===== src/hdl/bslf_defs.svh =====
`ifndef BSLF_DEFS_SVH
`define BSLF_DEFS_SVH

// ----------------------------------------------------------------
// flag classification
// ----------------------------------------------------------------
`define BSLF_FLAG_PATTERN 3'h5
`define BSLF_MSB_FLIP 8'h80

// ----------------------------------------------------------------
// flag codes
// ----------------------------------------------------------------
`define BSLF_IDENT_REQUEST 8'hA0
`define BSLF_IDENT_ACK 8'hA1
`define BSLF_LINK_P1_REQUEST 8'hA6
`define BSLF_LINK_P1_RELEASE 8'hA7
`define BSLF_LINK_P2_REQUEST 8'hA8
`define BSLF_LINK_P2_RELEASE 8'hA9
`define BSLF_LINK_P2_REBOOT 8'hAA
`define BSLF_LINK_ERROR 8'hAB
`define BSLF_START 8'hAC
`define BSLF_END 8'hAD
`define BSLF_ESCAPE 8'hAE
`define BSLF_PADDING 8'hAF

// ----------------------------------------------------------------
// identification store
// ----------------------------------------------------------------
`define BSLF_IDENT_DEPTH 16
`define BSLF_IDENT_AW 4

// ----------------------------------------------------------------
// reset values
// ----------------------------------------------------------------
`define BSLF_BYTE_RESET 8'h00
`define BSLF_INDEX_RESET 4'h0

`endif


===== src/hdl/bslf_placeholder_none.sv =====
`timescale 1ns/10ps
`default_nettype none
`default_nettype wire


===== src/hdl/bslf_pkg.sv =====
package bslf_pkg;

	// ------------------------------------------------------------
	// transmit sequencer states
	// ------------------------------------------------------------
	typedef enum logic [6:0] {
		TX_IDLE = 7'h01,
		TX_MSG = 7'h02,
		TX_MSG_ESC = 7'h04,
		TX_MSG_END = 7'h08,
		TX_ID_RD = 7'h10,
		TX_ID = 7'h20,
		TX_ID_ESC = 7'h40
	} bslf_tx_state_e;

	// ------------------------------------------------------------
	// receive event bundle
	// ------------------------------------------------------------
	typedef struct packed {
		logic [7:0] data;
		logic data_valid;
		logic unit_start;
		logic unit_end;
		logic ident_start;
		logic link_error;
		logic reboot;
		logic reserved;
	} bslf_rx_event_s;

	// pending echoes: p1 request, p1 release, p2 request, p2 release
	typedef logic [3:0] bslf_echo_t;

endpackage : bslf_pkg


===== src/hdl/bslf_framer.sv =====
// How it works
// top bits 101 mark a flag byte
// each byte is message or flag
// flag values never sent unescaped in content
// message carries at least one byte
// ident request A0, ident ack A1
// phase one request A6, release A7
// phase two A8, A9, reboot AA
// link error flag is AB
// start AC, end AD, escape AE
// AF is padding, anywhere in stream
// reserved flag codes carry no function
// escape precedes flag-like byte, bit7 flipped
// flag during escape handled, escape carries on
// start or ident request cancels escape
// unit is start, bytes, end
// master sets up and ends session
// master phase one release then request
// master phase two, optional reboot
// master ident request, collects ident unit
// master terminates phase two then one
// master may hold target reset low
// padding dropped, no state change
// ident unit: ack, bytes, end, unmixed
// echo phase two request once agent ready
// single pending-escape bit in decoder
`timescale 1ns/10ps
`default_nettype none
`include "bslf_defs.svh"

module bslf_framer (
	input wire logic CLOCK_IN,
	input wire logic RESETN_IN,
	input wire logic MSG_VALID_IN,
	input wire logic [7:0] MSG_DATA_IN,
	input wire logic MSG_LAST_IN,
	output logic MSG_READY_OUT,
	output logic [7:0] TX_BYTE_OUT,
	output logic TX_VALID_OUT,
	input wire logic TX_READY_IN,
	input wire logic RX_VALID_IN,
	input wire logic [7:0] RX_BYTE_IN,
	output logic [7:0] RX_DATA_OUT,
	output logic RX_DATA_VALID_OUT,
	output logic RX_UNIT_START_OUT,
	output logic RX_UNIT_END_OUT,
	output logic RX_IDENT_START_OUT,
	output logic RX_LINK_ERROR_OUT,
	output logic RX_REBOOT_OUT,
	output logic RX_RESERVED_OUT,
	input wire logic SLAVE_READY_IN,
	output logic LINK_ACTIVE_OUT,
	output logic SESSION_ACTIVE_OUT,
	input wire logic IDENT_WR_IN,
	input wire logic [`BSLF_IDENT_AW-1:0] IDENT_ADDR_IN,
	input wire logic [7:0] IDENT_DATA_IN,
	input wire logic [`BSLF_IDENT_AW:0] IDENT_LEN_IN
);

	// ------------------------------------------------------------
	// helpers
	// ------------------------------------------------------------
	function automatic logic is_flag(input logic [7:0] b);
		is_flag = (b[7:5] == `BSLF_FLAG_PATTERN);
	endfunction : is_flag

	bslf_pkg::bslf_tx_state_e state;
	bslf_pkg::bslf_tx_state_e next_state;
	bslf_pkg::bslf_rx_event_s rx_ev;
	bslf_pkg::bslf_echo_t echo_pend;
	bslf_pkg::bslf_echo_t echo_due;
	bslf_pkg::bslf_echo_t echo_taken;
	logic esc_pending;
	logic id_pending;
	logic id_take;
	logic link_p1;
	logic link_p2;
	logic hold_valid;
	logic next_hold_valid;
	logic [7:0] hold_data;
	logic hold_last;
	logic consume;
	logic send;
	logic [7:0] send_byte;
	logic slot_free;
	logic echo_ok;
	logic [`BSLF_IDENT_AW-1:0] id_idx;
	logic [`BSLF_IDENT_AW-1:0] next_idx;
	logic [`BSLF_IDENT_AW-1:0] id_last;
	logic [7:0] id_byte;
	logic rx_flag;
	logic [7:0] rx_b;

	assign rx_b = RX_BYTE_IN;
	assign rx_flag = RX_VALID_IN && is_flag(rx_b);

	// ------------------------------------------------------------
	// receive decoder
	// ------------------------------------------------------------
	always_ff @(posedge CLOCK_IN or negedge RESETN_IN) begin
		if (!RESETN_IN) begin
			esc_pending <= 1'b0;
		end else if (RX_VALID_IN) begin
			if (!is_flag(rx_b)) begin
				esc_pending <= 1'b0;
			end else if (rx_b == `BSLF_ESCAPE) begin
				esc_pending <= 1'b1;
			end else if (rx_b == `BSLF_START ||
				rx_b == `BSLF_IDENT_REQUEST) begin
				esc_pending <= 1'b0;
			end
			// other flags leave the escape armed R13 R22
		end
	end

	always_ff @(posedge CLOCK_IN or negedge RESETN_IN) begin
		if (!RESETN_IN) begin
			rx_ev <= '0;
		end else begin
			rx_ev.data_valid <= 1'b0;
			rx_ev.unit_start <= 1'b0;
			rx_ev.unit_end <= 1'b0;
			rx_ev.ident_start <= 1'b0;
			rx_ev.link_error <= 1'b0;
			rx_ev.reboot <= 1'b0;
			rx_ev.reserved <= 1'b0;
			if (RX_VALID_IN && !is_flag(rx_b)) begin
				rx_ev.data_valid <= 1'b1;
				rx_ev.data <= esc_pending ? (rx_b ^ `BSLF_MSB_FLIP) :
					rx_b;
			end else if (rx_flag) begin
				case (rx_b)
				`BSLF_START: rx_ev.unit_start <= 1'b1;
				`BSLF_END: rx_ev.unit_end <= 1'b1;
				`BSLF_IDENT_ACK: rx_ev.ident_start <= 1'b1;
				`BSLF_LINK_ERROR: rx_ev.link_error <= 1'b1;
				`BSLF_LINK_P2_REBOOT: rx_ev.reboot <= 1'b1;
				`BSLF_PADDING, `BSLF_ESCAPE, `BSLF_IDENT_REQUEST,
				`BSLF_LINK_P1_REQUEST, `BSLF_LINK_P1_RELEASE,
				`BSLF_LINK_P2_REQUEST, `BSLF_LINK_P2_RELEASE: begin
					rx_ev.reserved <= 1'b0;
				end
				default: rx_ev.reserved <= 1'b1;
				endcase
			end
		end
	end

	// ------------------------------------------------------------
	// link state and echoes
	// ------------------------------------------------------------
	always_ff @(posedge CLOCK_IN or negedge RESETN_IN) begin
		if (!RESETN_IN) begin
			link_p1 <= 1'b0;
			link_p2 <= 1'b0;
		end else begin
			if (rx_flag && rx_b == `BSLF_LINK_P1_REQUEST) begin
				link_p1 <= 1'b1;
			end
			if (rx_flag && rx_b == `BSLF_LINK_P1_RELEASE) begin
				link_p1 <= 1'b0;
				link_p2 <= 1'b0;
			end
			if (echo_taken[1]) begin
				link_p2 <= 1'b1;
			end
			if (rx_flag && rx_b == `BSLF_LINK_P2_RELEASE) begin
				link_p2 <= 1'b0;
			end
		end
	end

	// set wins over the clear of the same cycle
	always_ff @(posedge CLOCK_IN or negedge RESETN_IN) begin
		if (!RESETN_IN) begin
			echo_pend <= 4'h0;
		end else begin
			echo_pend <= echo_pend & ~echo_taken;
			if (rx_flag && rx_b == `BSLF_LINK_P1_REQUEST) begin
				echo_pend[3] <= 1'b1;
			end
			if (rx_flag && rx_b == `BSLF_LINK_P1_RELEASE) begin
				echo_pend[2] <= 1'b1;
			end
			if (rx_flag && rx_b == `BSLF_LINK_P2_REQUEST) begin
				echo_pend[1] <= 1'b1;
			end
			if (rx_flag && rx_b == `BSLF_LINK_P2_RELEASE) begin
				echo_pend[0] <= 1'b1;
			end
		end
	end

	always_ff @(posedge CLOCK_IN or negedge RESETN_IN) begin
		if (!RESETN_IN) begin
			id_pending <= 1'b0;
		end else begin
			if (id_take) begin
				id_pending <= 1'b0;
			end
			if (rx_flag && rx_b == `BSLF_IDENT_REQUEST) begin
				id_pending <= 1'b1;
			end
		end
	end

	// phase two echo waits for the agent to be ready
	assign echo_due = {echo_pend[3], echo_pend[2],
		echo_pend[1] && SLAVE_READY_IN, echo_pend[0]};

	// ------------------------------------------------------------
	// message holding stage
	// ------------------------------------------------------------
	always_comb begin
		next_hold_valid = hold_valid && !consume;
		if (MSG_VALID_IN && MSG_READY_OUT) begin
			next_hold_valid = 1'b1;
		end
	end

	always_ff @(posedge CLOCK_IN or negedge RESETN_IN) begin
		if (!RESETN_IN) begin
			hold_valid <= 1'b0;
			hold_data <= `BSLF_BYTE_RESET;
			hold_last <= 1'b0;
			MSG_READY_OUT <= 1'b0;
		end else begin
			hold_valid <= next_hold_valid;
			MSG_READY_OUT <= !next_hold_valid;
			if (MSG_VALID_IN && MSG_READY_OUT) begin
				hold_data <= MSG_DATA_IN;
				hold_last <= MSG_LAST_IN;
			end
		end
	end

	// ------------------------------------------------------------
	// transmit sequencer
	// ------------------------------------------------------------
	assign slot_free = !TX_VALID_OUT || TX_READY_IN;
	// echoes never split an escape from its byte
	assign echo_ok = (state == bslf_pkg::TX_IDLE) ||
		(state == bslf_pkg::TX_MSG) || (state == bslf_pkg::TX_ID);

	always_comb begin
		next_state = state;
		send = 1'b0;
		send_byte = `BSLF_BYTE_RESET;
		consume = 1'b0;
		echo_taken = 4'h0;
		id_take = 1'b0;
		next_idx = id_idx;
		if (slot_free && echo_ok && (echo_due != 4'h0)) begin
			send = 1'b1;
			if (echo_due[3]) begin
				send_byte = `BSLF_LINK_P1_REQUEST;
				echo_taken = 4'h8;
			end else if (echo_due[2]) begin
				send_byte = `BSLF_LINK_P1_RELEASE;
				echo_taken = 4'h4;
			end else if (echo_due[1]) begin
				send_byte = `BSLF_LINK_P2_REQUEST;
				echo_taken = 4'h2;
			end else begin
				send_byte = `BSLF_LINK_P2_RELEASE;
				echo_taken = 4'h1;
			end
		end else if (slot_free) begin
			case (state)
			bslf_pkg::TX_IDLE: begin
				// ident unit only between message units R23
				if (id_pending) begin
					send = 1'b1;
					send_byte = `BSLF_IDENT_ACK;
					id_take = 1'b1;
					next_idx = `BSLF_INDEX_RESET;
					next_state = bslf_pkg::TX_ID_RD;
				end else if (hold_valid) begin
					send = 1'b1;
					send_byte = `BSLF_START;
					next_state = bslf_pkg::TX_MSG;
				end
			end
			bslf_pkg::TX_MSG: begin
				if (hold_valid && is_flag(hold_data)) begin
					send = 1'b1;
					send_byte = `BSLF_ESCAPE;
					next_state = bslf_pkg::TX_MSG_ESC;
				end else if (hold_valid) begin
					send = 1'b1;
					send_byte = hold_data;
					consume = 1'b1;
					if (hold_last) begin
						next_state = bslf_pkg::TX_MSG_END;
					end
				end
			end
			bslf_pkg::TX_MSG_ESC: begin
				send = 1'b1;
				send_byte = hold_data ^ `BSLF_MSB_FLIP;
				consume = 1'b1;
				next_state = hold_last ? bslf_pkg::TX_MSG_END :
					bslf_pkg::TX_MSG;
			end
			bslf_pkg::TX_MSG_END: begin
				send = 1'b1;
				send_byte = `BSLF_END;
				next_state = bslf_pkg::TX_IDLE;
			end
			bslf_pkg::TX_ID_RD: begin
				next_state = bslf_pkg::TX_ID;
			end
			bslf_pkg::TX_ID: begin
				send = 1'b1;
				if (is_flag(id_byte)) begin
					send_byte = `BSLF_ESCAPE;
					next_state = bslf_pkg::TX_ID_ESC;
				end else begin
					send_byte = id_byte;
					next_idx = id_idx + 4'h1;
					next_state = (id_idx == id_last) ?
						bslf_pkg::TX_MSG_END : bslf_pkg::TX_ID_RD;
				end
			end
			bslf_pkg::TX_ID_ESC: begin
				send = 1'b1;
				send_byte = id_byte ^ `BSLF_MSB_FLIP;
				next_idx = id_idx + 4'h1;
				next_state = (id_idx == id_last) ?
					bslf_pkg::TX_MSG_END : bslf_pkg::TX_ID_RD;
			end
			default: next_state = bslf_pkg::TX_IDLE;
			endcase
		end
	end

	always_ff @(posedge CLOCK_IN or negedge RESETN_IN) begin
		if (!RESETN_IN) begin
			state <= bslf_pkg::TX_IDLE;
			id_idx <= `BSLF_INDEX_RESET;
		end else begin
			state <= next_state;
			id_idx <= next_idx;
		end
	end

	// a zero length still sends one ident byte R4 R23
	always_ff @(posedge CLOCK_IN or negedge RESETN_IN) begin
		if (!RESETN_IN) begin
			id_last <= `BSLF_INDEX_RESET;
		end else if (id_take) begin
			id_last <= (IDENT_LEN_IN == 5'h00) ? 4'h0 :
				IDENT_LEN_IN[`BSLF_IDENT_AW-1:0] - 4'h1;
		end
	end

	always_ff @(posedge CLOCK_IN or negedge RESETN_IN) begin
		if (!RESETN_IN) begin
			TX_VALID_OUT <= 1'b0;
			TX_BYTE_OUT <= `BSLF_BYTE_RESET;
		end else if (send) begin
			TX_VALID_OUT <= 1'b1;
			TX_BYTE_OUT <= send_byte;
		end else if (TX_READY_IN) begin
			TX_VALID_OUT <= 1'b0;
		end
	end

	// ------------------------------------------------------------
	// identification store and outputs
	// ------------------------------------------------------------
	bslf_ident_mem u_ident_mem (
		.clk_in(CLOCK_IN),
		.wr_en_in(IDENT_WR_IN),
		.wr_addr_in(IDENT_ADDR_IN),
		.wr_data_in(IDENT_DATA_IN),
		.rd_addr_in(id_idx),
		.rd_data_out(id_byte)
	);

	always_ff @(posedge CLOCK_IN or negedge RESETN_IN) begin
		if (!RESETN_IN) begin
			LINK_ACTIVE_OUT <= 1'b0;
			SESSION_ACTIVE_OUT <= 1'b0;
		end else begin
			LINK_ACTIVE_OUT <= link_p1;
			SESSION_ACTIVE_OUT <= link_p2;
		end
	end

	assign RX_DATA_OUT = rx_ev.data;
	assign RX_DATA_VALID_OUT = rx_ev.data_valid;
	assign RX_UNIT_START_OUT = rx_ev.unit_start;
	assign RX_UNIT_END_OUT = rx_ev.unit_end;
	assign RX_IDENT_START_OUT = rx_ev.ident_start;
	assign RX_LINK_ERROR_OUT = rx_ev.link_error;
	assign RX_REBOOT_OUT = rx_ev.reboot;
	assign RX_RESERVED_OUT = rx_ev.reserved;

endmodule : bslf_framer

`default_nettype wire


===== src/hdl/bslf_ident_mem.sv =====
`timescale 1ns/10ps
`default_nettype none
`include "bslf_defs.svh"

module bslf_ident_mem (
	input wire logic clk_in,
	input wire logic wr_en_in,
	input wire logic [`BSLF_IDENT_AW-1:0] wr_addr_in,
	input wire logic [7:0] wr_data_in,
	input wire logic [`BSLF_IDENT_AW-1:0] rd_addr_in,
	output logic [7:0] rd_data_out
);

	logic [7:0] mem [0:`BSLF_IDENT_DEPTH-1];

	always_ff @(posedge clk_in) begin
		if (wr_en_in) begin
			mem[wr_addr_in] <= wr_data_in;
		end
	end

	// registered read: data trails the address by one edge
	always_ff @(posedge clk_in) begin
		rd_data_out <= mem[rd_addr_in];
	end

endmodule : bslf_ident_mem

`default_nettype wire


===== config.mk =====
export PLATFORM = sky130hd
export DESIGN_NAME = bslf_framer
export DESIGN_NICKNAME = d
export VERILOG_FILES = /design/src/hdl/bslf_placeholder_none.sv /design/src/hdl/bslf_pkg.sv /design/src/hdl/bslf_framer.sv /design/src/hdl/bslf_ident_mem.sv
export VERILOG_INCLUDE_DIRS = /design/src /design/src/hdl
export SDC_FILE = /design/constraint.sdc
export NUM_CORES = 1
export LEC_CHECK = 0
export BUFFER_PORTS_ARGS = -buffer_cell sky130_fd_sc_hd__clkbuf_2
export CORE_MARGIN = 4
export CORE_UTILIZATION = 48
export DETAILED_ROUTE_END_ITERATION = 6
export PLACE_DENSITY = 0.66
export RECOVER_POWER = 100
export SLEW_MARGIN = 25
export SYNTH_ARGS = -nofsm -noshare
export SYNTH_HDL_FRONTEND = slang
export SYNTH_SLANG_ARGS = --single-unit

===== constraint.sdc =====
create_clock -name CLOCK_IN -period 3.4 [get_ports CLOCK_IN]
set_input_delay 0.68 -clock CLOCK_IN [delete_from_list [all_inputs] [get_ports CLOCK_IN]]
set_output_delay 0.68 -clock CLOCK_IN [all_outputs]
set_load 0.1 [all_outputs]

Yosys cells after proc, flatten, opt, wreduce, memory -nomap -nowiden. Memories as Yosys holds them, arrays and structs flattened. A register that Yosys moved wholly into a read port is not among the register bits. Cells that the tools add are included.

Register bits after elaboration: 60. RAM bits: 128. Bits of input ports: 41. Output and inout bits: 27. Logic and storage cells: 166. Memories: 1.

$add $sub $neg: 2. Equal/unequal tests: 29. Mux-type cells: 71. Bitwise gates (word level): 6. Reductions and logical operators: 33.

Memory list: u_ident_mem.mem (depth 16, bits a word 8, rd ports 1, clocked after memory_dff 1, wr ports 1, RTL line bslf_ident_mem.sv:14) `` logic [7:0] mem [0:`BSLF_IDENT_DEPTH-1]; ``.

Operators by type and width (number): equality test 8 bit, second input constant (12); two-way mux 8 bit (8); case mux 8 bit (6 select lines) (1); two-way mux 7 bit (6); case mux 7 bit (6 select lines) (1); two-way mux 1 bit (39); two-way mux 4 bit (8); logical AND 1 bit (13); two-way mux 6 bit (2); case mux 4 bit (3 select lines) (1); OR reduction 12 bit (1); AND reduction 5 bit (2); equality test 3 bit, second input constant (3); equality test 7 x 1 -> 1 bit, second input constant (1); equality test 7 x 2 -> 1 bit, second input constant (1); equality test 7 x 3 -> 1 bit, second input constant (1); equality test 7 x 4 -> 1 bit, second input constant (1); equality test 7 x 5 -> 1 bit, second input constant (1); equality test 7 x 6 -> 1 bit, second input constant (1); equality test 7 bit, second input constant (1); inequality test 3 x 2 -> 1 bit, second input constant (2); nonzero test 2 bit (3); nonzero test 3 bit (2); zero test 5 bit (1); 19 further kinds (29).

Depth between registers and ports, before layout.
Depth after elaboration: 10. Depth in mapped cells: 7. Mapped depth without buffers: 6.

By module. From an unflattened synthesis, not the netlist that was laid out.

Cell total of the unflattened synthesis: 531. Area total of the unflattened synthesis: 8369.3 µm².

Modules (own cells, without submodules): bslf_ident_mem (instances 1, cells each 229, area an instance 5147.4 µm², seq. area each 4003.8 µm²); bslf_framer (instances 1, cells each 302, area an instance 3221.8 µm², seq. area each 1502.7 µm²).

Worst setup path before layout. No wires, ideal clock.

Path kind: in2reg. Start: input port SLAVE_READY_IN. End: register TX_BYTE_OUT[7]. Library setup time: 0.126 ns. Data arrival time: 2.239 ns. Data required time: 3.274 ns. Setup slack: 1.035 ns. Stages: 5. Buffers on the path: 0. Path through: a2111oi_2 and2_1 a31oi_4 or4_4 o32a_1.

Word-level cells in the longest chain between the ends: 4. Elaborated cells between the ends (all ways): 5. Those cells by class: mux: 2; reduce/logical: 3.

RTL lines: start, declared (RTL line bslf_framer.sv:51) `input wire logic SLAVE_READY_IN,`; logical AND 1 bit (*) (RTL line bslf_framer.sv:209) `echo_pend[1] && SLAVE_READY_IN, echo_pend[0]};`; nonzero test 4 bit (*) (RTL line bslf_framer.sv:253) `if (slot_free && echo_ok && (echo_due != 4'h0)) begin`; logical AND 1 bit (*) (RTL line bslf_framer.sv:253); two-way mux 8 bit or two-way mux 1 bit (tied branches) (RTL line bslf_framer.sv:253); end signal, assigned (RTL line bslf_framer.sv:360) `` TX_BYTE_OUT <= `BSLF_BYTE_RESET; ``; end signal, assigned (RTL line bslf_framer.sv:363) `TX_BYTE_OUT <= send_byte;`; end, declared (RTL line bslf_framer.sv:38) `output logic [7:0] TX_BYTE_OUT,`.

Mark *: on every way between the ends. The rest lies on a longest branch, timed or not. A chain may end at the register's enable or synchronous reset.

Final worst setup path.
Start: register state[3]. End: register id_idx[1].

Word-level cells in the longest chain between the ends: 7. Elaborated cells between the ends (all ways): 14. Those cells by class: eq/ne: 6; mux: 1; bitwise: 1; reduce/logical: 6.

RTL lines: start, declared (RTL line bslf_framer.sv:67) `bslf_pkg::bslf_tx_state_e state;`; start signal, assigned (RTL line bslf_framer.sv:339) `state <= bslf_pkg::TX_IDLE;`; start signal, assigned (RTL line bslf_framer.sv:342) `state <= next_state;`; equality test 7 x 1 -> 1 bit or equality test 7 x 2 -> 1 bit (tied branches) (RTL line bslf_framer.sv:242, bslf_framer.sv:269, bslf_framer.sv:243); logical OR 1 bit (RTL line bslf_framer.sv:242) `assign echo_ok = (state == bslf_pkg::TX_IDLE) ||`; logical OR 1 bit (RTL line bslf_framer.sv:243) `(state == bslf_pkg::TX_MSG) || (state == bslf_pkg::TX_ID);`; logical AND 1 bit (2 in series) (RTL line bslf_framer.sv:253); NOT 1 bit (no line); AND reduction 5 bit (no line); end signal, assigned (RTL line bslf_framer.sv:340) `` id_idx <= `BSLF_INDEX_RESET; ``; end signal, assigned (RTL line bslf_framer.sv:343) `id_idx <= next_idx;`; end, declared (RTL line bslf_framer.sv:87) `` logic [`BSLF_IDENT_AW-1:0] id_idx; ``.

Parallel ways exist; a longest one is shown, timed or not.

==> out/results.txt <==
For the pin with the worst max-slew slack, the measured transition is 1.27 ns. The total number of H-tree levels is 4. The worst hold path begins at link_p1. For the total track usage, the log shows 0.187. The total buffers and inverters traversed by the critical path was 1. Derived from the worst setup path, the maximum achievable clock frequency is 342 MHz. Sink of the worst hold path: LINK_ACTIVE_OUT.

The initial cell density of the core is 0.487. For this design, the sink count on the clock tree is 196. Clock-pin slew was measured on the worst setup and hold paths at 0.07 ns. For the final routed database, the setup TNS stands at 0 ns. After clock tree synthesis, the setup repair step added 0 buffers. After routing the design area is 9430 µm². The tools report the kind of start point of the critical path as a flip-flop.

The period utilization is 0.860. Setup repair after global routing left no endpoint under its margin. Synthesis instantiated 74 different standard cells from the library. The fraction of final layout cells with drive strength greater than 1 is 0.171, and the Yosys warning count is 0. Between clock sinks in the finished design, the worst skew comes to 0.0138 ns. The logs give 28800 µm for the global-route wire length before repair and 0.00332 µW for the leakage component of the power. The startpoint identified for the worst register-to-register timing path is state[3].

For this run, the post-layout net count is 685. Capture instance of the worst register-to-register path: id_idx[1]. The die height works out to 140 µm. The multi-input combinational cells in the finished layout cover a total of 2690 µm².

From left edge to right edge, the die measures 140 µm. The hold violation total from the final report came out at 0. The number of optimization iterations in the first detailed-route pass is 5, and the core footprint is 17200 µm². The repair_antennas step left the layout with diodes totalling 0.

The run gives 8960 µm² as the area after detailed placement. The critical path arrival came out at 3.23 ns. In this design, the stage delay of the slowest critical-path cell is 0.74 ns. Root buffer selected by CTS: sky130_fd_sc_hd__clkbuf_16. For this block, the via count after detailed routing is 5109.

The critical path class is reg -> reg. For this block, the initial DRC count from the detailed router was 438. The clock period minus worst slack was 2.93 ns. The fraction of registers with async set or reset after synthesis is 0.306, and the number of rows created at floorplan is 48. The count of pins over their slew limit came out at 0. The logs give 0 for the remaining routing DRC violations and 0 for the total global routing overflow. The logs give 0.152 for the worst-case headroom to the max-slew limit and 5239 for the via count of the first global-routing pass.

The boundary pin count came out at 68. The power density normalized to cell area was 675 nW/µm². No sink is reached through more buffers than the 2 on the longest clock path. In this design, the largest share of critical-path delay is due to simple AND/OR/NAND/NOR gates. The critical-path cell with the highest stage delay was sky130_fd_sc_hd__or4_1.

The classification of the worst-slack hold path was reg -> reg. The signal on the critical path passes through or4_1, or2_4, a31oi_4, clkbuf_1, nor2_1, a32o_1. In this run, synthesis inferred 128 flip-flops with an integrated enable.

Max-cap violations in this run came to 0. The register area share after synthesis was 0.658; the mean instance size in the synthesized netlist was 14.6 µm². In this run the worst path has a maximum fanout of 19. The number of vias per cell after detailed routing was 5.83. The internal reg-to-reg setup slack is 0.47 ns, and the area added between synthesis and finish is 12.6%.

The global placement routability congestion is 0.888, and the post-synthesis instance total is 573. The logs give 0 for the number of antenna violations at the first check in global routing and 3.71 ns for the required time at the worst-slack endpoint. In this run, CTS created clock tree buffers numbering 17. The wire-length estimate of the detail-placed layout is 12600 µm. IR analysis of the VDD net gives a maximum drop of 0.715 mV. The die covers 19600 µm². TritonCTS built the clock tree. When the netlist entered floorplanning its net count stood at 617.

The design draws 6360 µW. The count of input and output buffers works out to 67. For the worst flop-to-flop path, the logic depth is 6. In this run, post-CTS hold repair placed 0 buffers. The run finished with clean final reports. In this run, synthesis produced a sequential element count of 196.

Leading register cell type out of synthesis: sky130_fd_sc_hd__edfxtp_1. The tools report the mapped cell area as 8370 µm². STA classifies the critical path endpoint as a flip-flop. The number of inserted filler cells in the final layout is 1455, and the total length of routed wires is 17700 µm.

Entering global routing, the biggest net connects 54 pins. The source-to-sink clock delay at the later pin of the worst-skew pair is 0.42 ns, and the number of endpoints failing setup at the final stage is 0. The depth of the worst hold-timing path was 0; the final core utilization was 0.549.

The run gives 5510 µm² as the footprint of the flip-flops and latches. Dividing the detail-routed wire length by the instance count gives 20.2 µm. Gates resized during post-CTS repair numbered 0.

Once detail routing completed, the nets flagged for antenna violations numbered 0.
-- routing by layer --
metal / share of wire / wire (µm) / track usage / vias to the layer above
met3: 0.036 / 637 / 0.0331 / 29
met2: 0.51 / 8960 / 0.309 / 146
met4: 0.021 / 364 / 0.0668 / 0
met1: 0.44 / 7710 / 0.250 / 2559
li1: - / - / - / 2375
met5: 0 / 0 / 0 / -
-- cell usage after synthesis, types with 5 or more instances --
library cell | instances | share of area
sky130_fd_sc_hd__inv_1 | 7 | 0.0031
sky130_fd_sc_hd__a22o_1 | 6 | 0.0063
sky130_fd_sc_hd__xor2_1 | 6 | 0.0063
sky130_fd_sc_hd__dfrtp_1 | 59 | 0.18
sky130_fd_sc_hd__mux2i_1 | 33 | 0.039
sky130_fd_sc_hd__xnor2_1 | 5 | 0.0052
sky130_fd_sc_hd__clkbuf_1 | 16 | 0.0072
sky130_fd_sc_hd__nand2b_1 | 9 | 0.0067
sky130_fd_sc_hd__buf_2 | 11 | 0.0066
sky130_fd_sc_hd__a221oi_1 | 17 | 0.018
sky130_fd_sc_hd__mux2_2 | 15 | 0.020
sky130_fd_sc_hd__nor2_1 | 29 | 0.013
sky130_fd_sc_hd__edfxtp_1 | 128 | 0.46
sky130_fd_sc_hd__a22oi_1 | 9 | 0.0081
sky130_fd_sc_hd__a21o_1 | 5 | 0.0045
sky130_fd_sc_hd__nand2_1 | 35 | 0.016
sky130_fd_sc_hd__nor3_1 | 9 | 0.0054
sky130_fd_sc_hd__nand3b_1 | 6 | 0.0054
sky130_fd_sc_hd__nor4_1 | 5 | 0.0037
sky130_fd_sc_hd__nand3_1 | 7 | 0.0042
sky130_fd_sc_hd__a21oi_1 | 6 | 0.0036
sky130_fd_sc_hd__dfxtp_1 | 8 | 0.019
sky130_fd_sc_hd__mux4_2 | 16 | 0.043
sky130_fd_sc_hd__o21ai_0 | 26 | 0.016
-- registers in the layout, indices dropped and copies added, names as in the netlist, 4 cells and up --
signal                   cells
state                        7
u_ident_mem.rd_data_out      8
echo_pend                    4
hold_data                    8
RX_DATA_OUT                  8
u_ident_mem.mem            128
TX_BYTE_OUT                  8
id_idx                       4
id_last                      4
-- power breakdown --
group	total, µW	switching (µW)	internal [µW]
logic	1530	1090	444
clock network	1920	845	1080
registers	2910	169	2740
-- kinds of logic after synthesis --
group,count (synthesis),synth area share
compound gates,115,0.105
xor+xnor,11,0.0115
fa+ha+maj,3,0.00448
buf+inv,39,0.0200
flops,196,0.658
mux,67,0.107
simple gates,142,0.0949
-- cell type report --
| class | instances | area share |
|---|---|---|
| clock inverter | 12 | 0.0139 |
| clock buffer | 17 | 0.0451 |
| tap | 225 | 0.0299 |
| timing repair buffer | 80 | 0.0388 |
| sequential | 196 | 0.584 |
| inverter | 8 | 0.00319 |
| multi-input combinational | 338 | 0.285 |
-- worst max path at each step --
stage | from | endpoint | slack, ns | depth (start not counted)
floorplan | SLAVE_READY_IN | TX_BYTE_OUT[7] | 1.03 | 5
detailed placement | state[4] | state[1] | 0.71 | 5
global route | state[4] | id_idx[1] | 0.24 | 6
CTS | state[4] | state[1] | 0.70 | 5
finish | state[3] | id_idx[1] | 0.47 | 6
global placement | SLAVE_READY_IN | TX_BYTE_OUT[7] | 0.78 | 6
-- through the flow --
step	hold WS (ns)	instances	setup slack, ns
after detailed placement	0.364	847	0.709
after global placement	0.359	847	0.781
after CTS	0.255	876	0.697
final	0.376	876	0.475
after floorplan	0.354	573	1.03
after global routing	0.391	876	0.242
-- worst register-to-register path: cells and delay by family (launching register included) --
| kind | cells | cell delay (ns) |
|---|---|---|
| flops | 1 | 0.49 |
| compound gates | 2 | 0.75 |
| buf+inv | 1 | 0.39 |
| simple gates | 3 | 1.19 |
-- cells in the final DEF, fill, tap and decap left out, types with 4 or more instances in the layout --
cell type	count
sky130_fd_sc_hd__a22oi_1	9
sky130_fd_sc_hd__mux2i_1	33
sky130_fd_sc_hd__nor2b_1	4
sky130_fd_sc_hd__a21o_1	5
sky130_fd_sc_hd__a21oi_1	6
sky130_fd_sc_hd__inv_1	7
sky130_fd_sc_hd__clkbuf_1	48
sky130_fd_sc_hd__nand3b_1	6
sky130_fd_sc_hd__or3_1	4
sky130_fd_sc_hd__mux2_2	15
sky130_fd_sc_hd__buf_4	4
sky130_fd_sc_hd__a31oi_1	4
sky130_fd_sc_hd__edfxtp_1	128
sky130_fd_sc_hd__a211o_1	4
sky130_fd_sc_hd__nand2b_1	9
sky130_fd_sc_hd__nor2_1	29
sky130_fd_sc_hd__o21a_1	4
sky130_fd_sc_hd__a221oi_1	17
sky130_fd_sc_hd__clkbuf_16	17
sky130_fd_sc_hd__o21ai_0	27
sky130_fd_sc_hd__nor3_1	9
sky130_fd_sc_hd__xnor2_1	5
sky130_fd_sc_hd__dfxtp_1	8
sky130_fd_sc_hd__nand3_1	7
sky130_fd_sc_hd__nor4_1	5
sky130_fd_sc_hd__dfrtp_1	58
sky130_fd_sc_hd__nand2_1	35
sky130_fd_sc_hd__clkbuf_2	27
sky130_fd_sc_hd__a22o_1	6
sky130_fd_sc_hd__xor2_1	6
sky130_fd_sc_hd__mux4_2	16
Note: power is estimated with default switching activity, not from simulation.
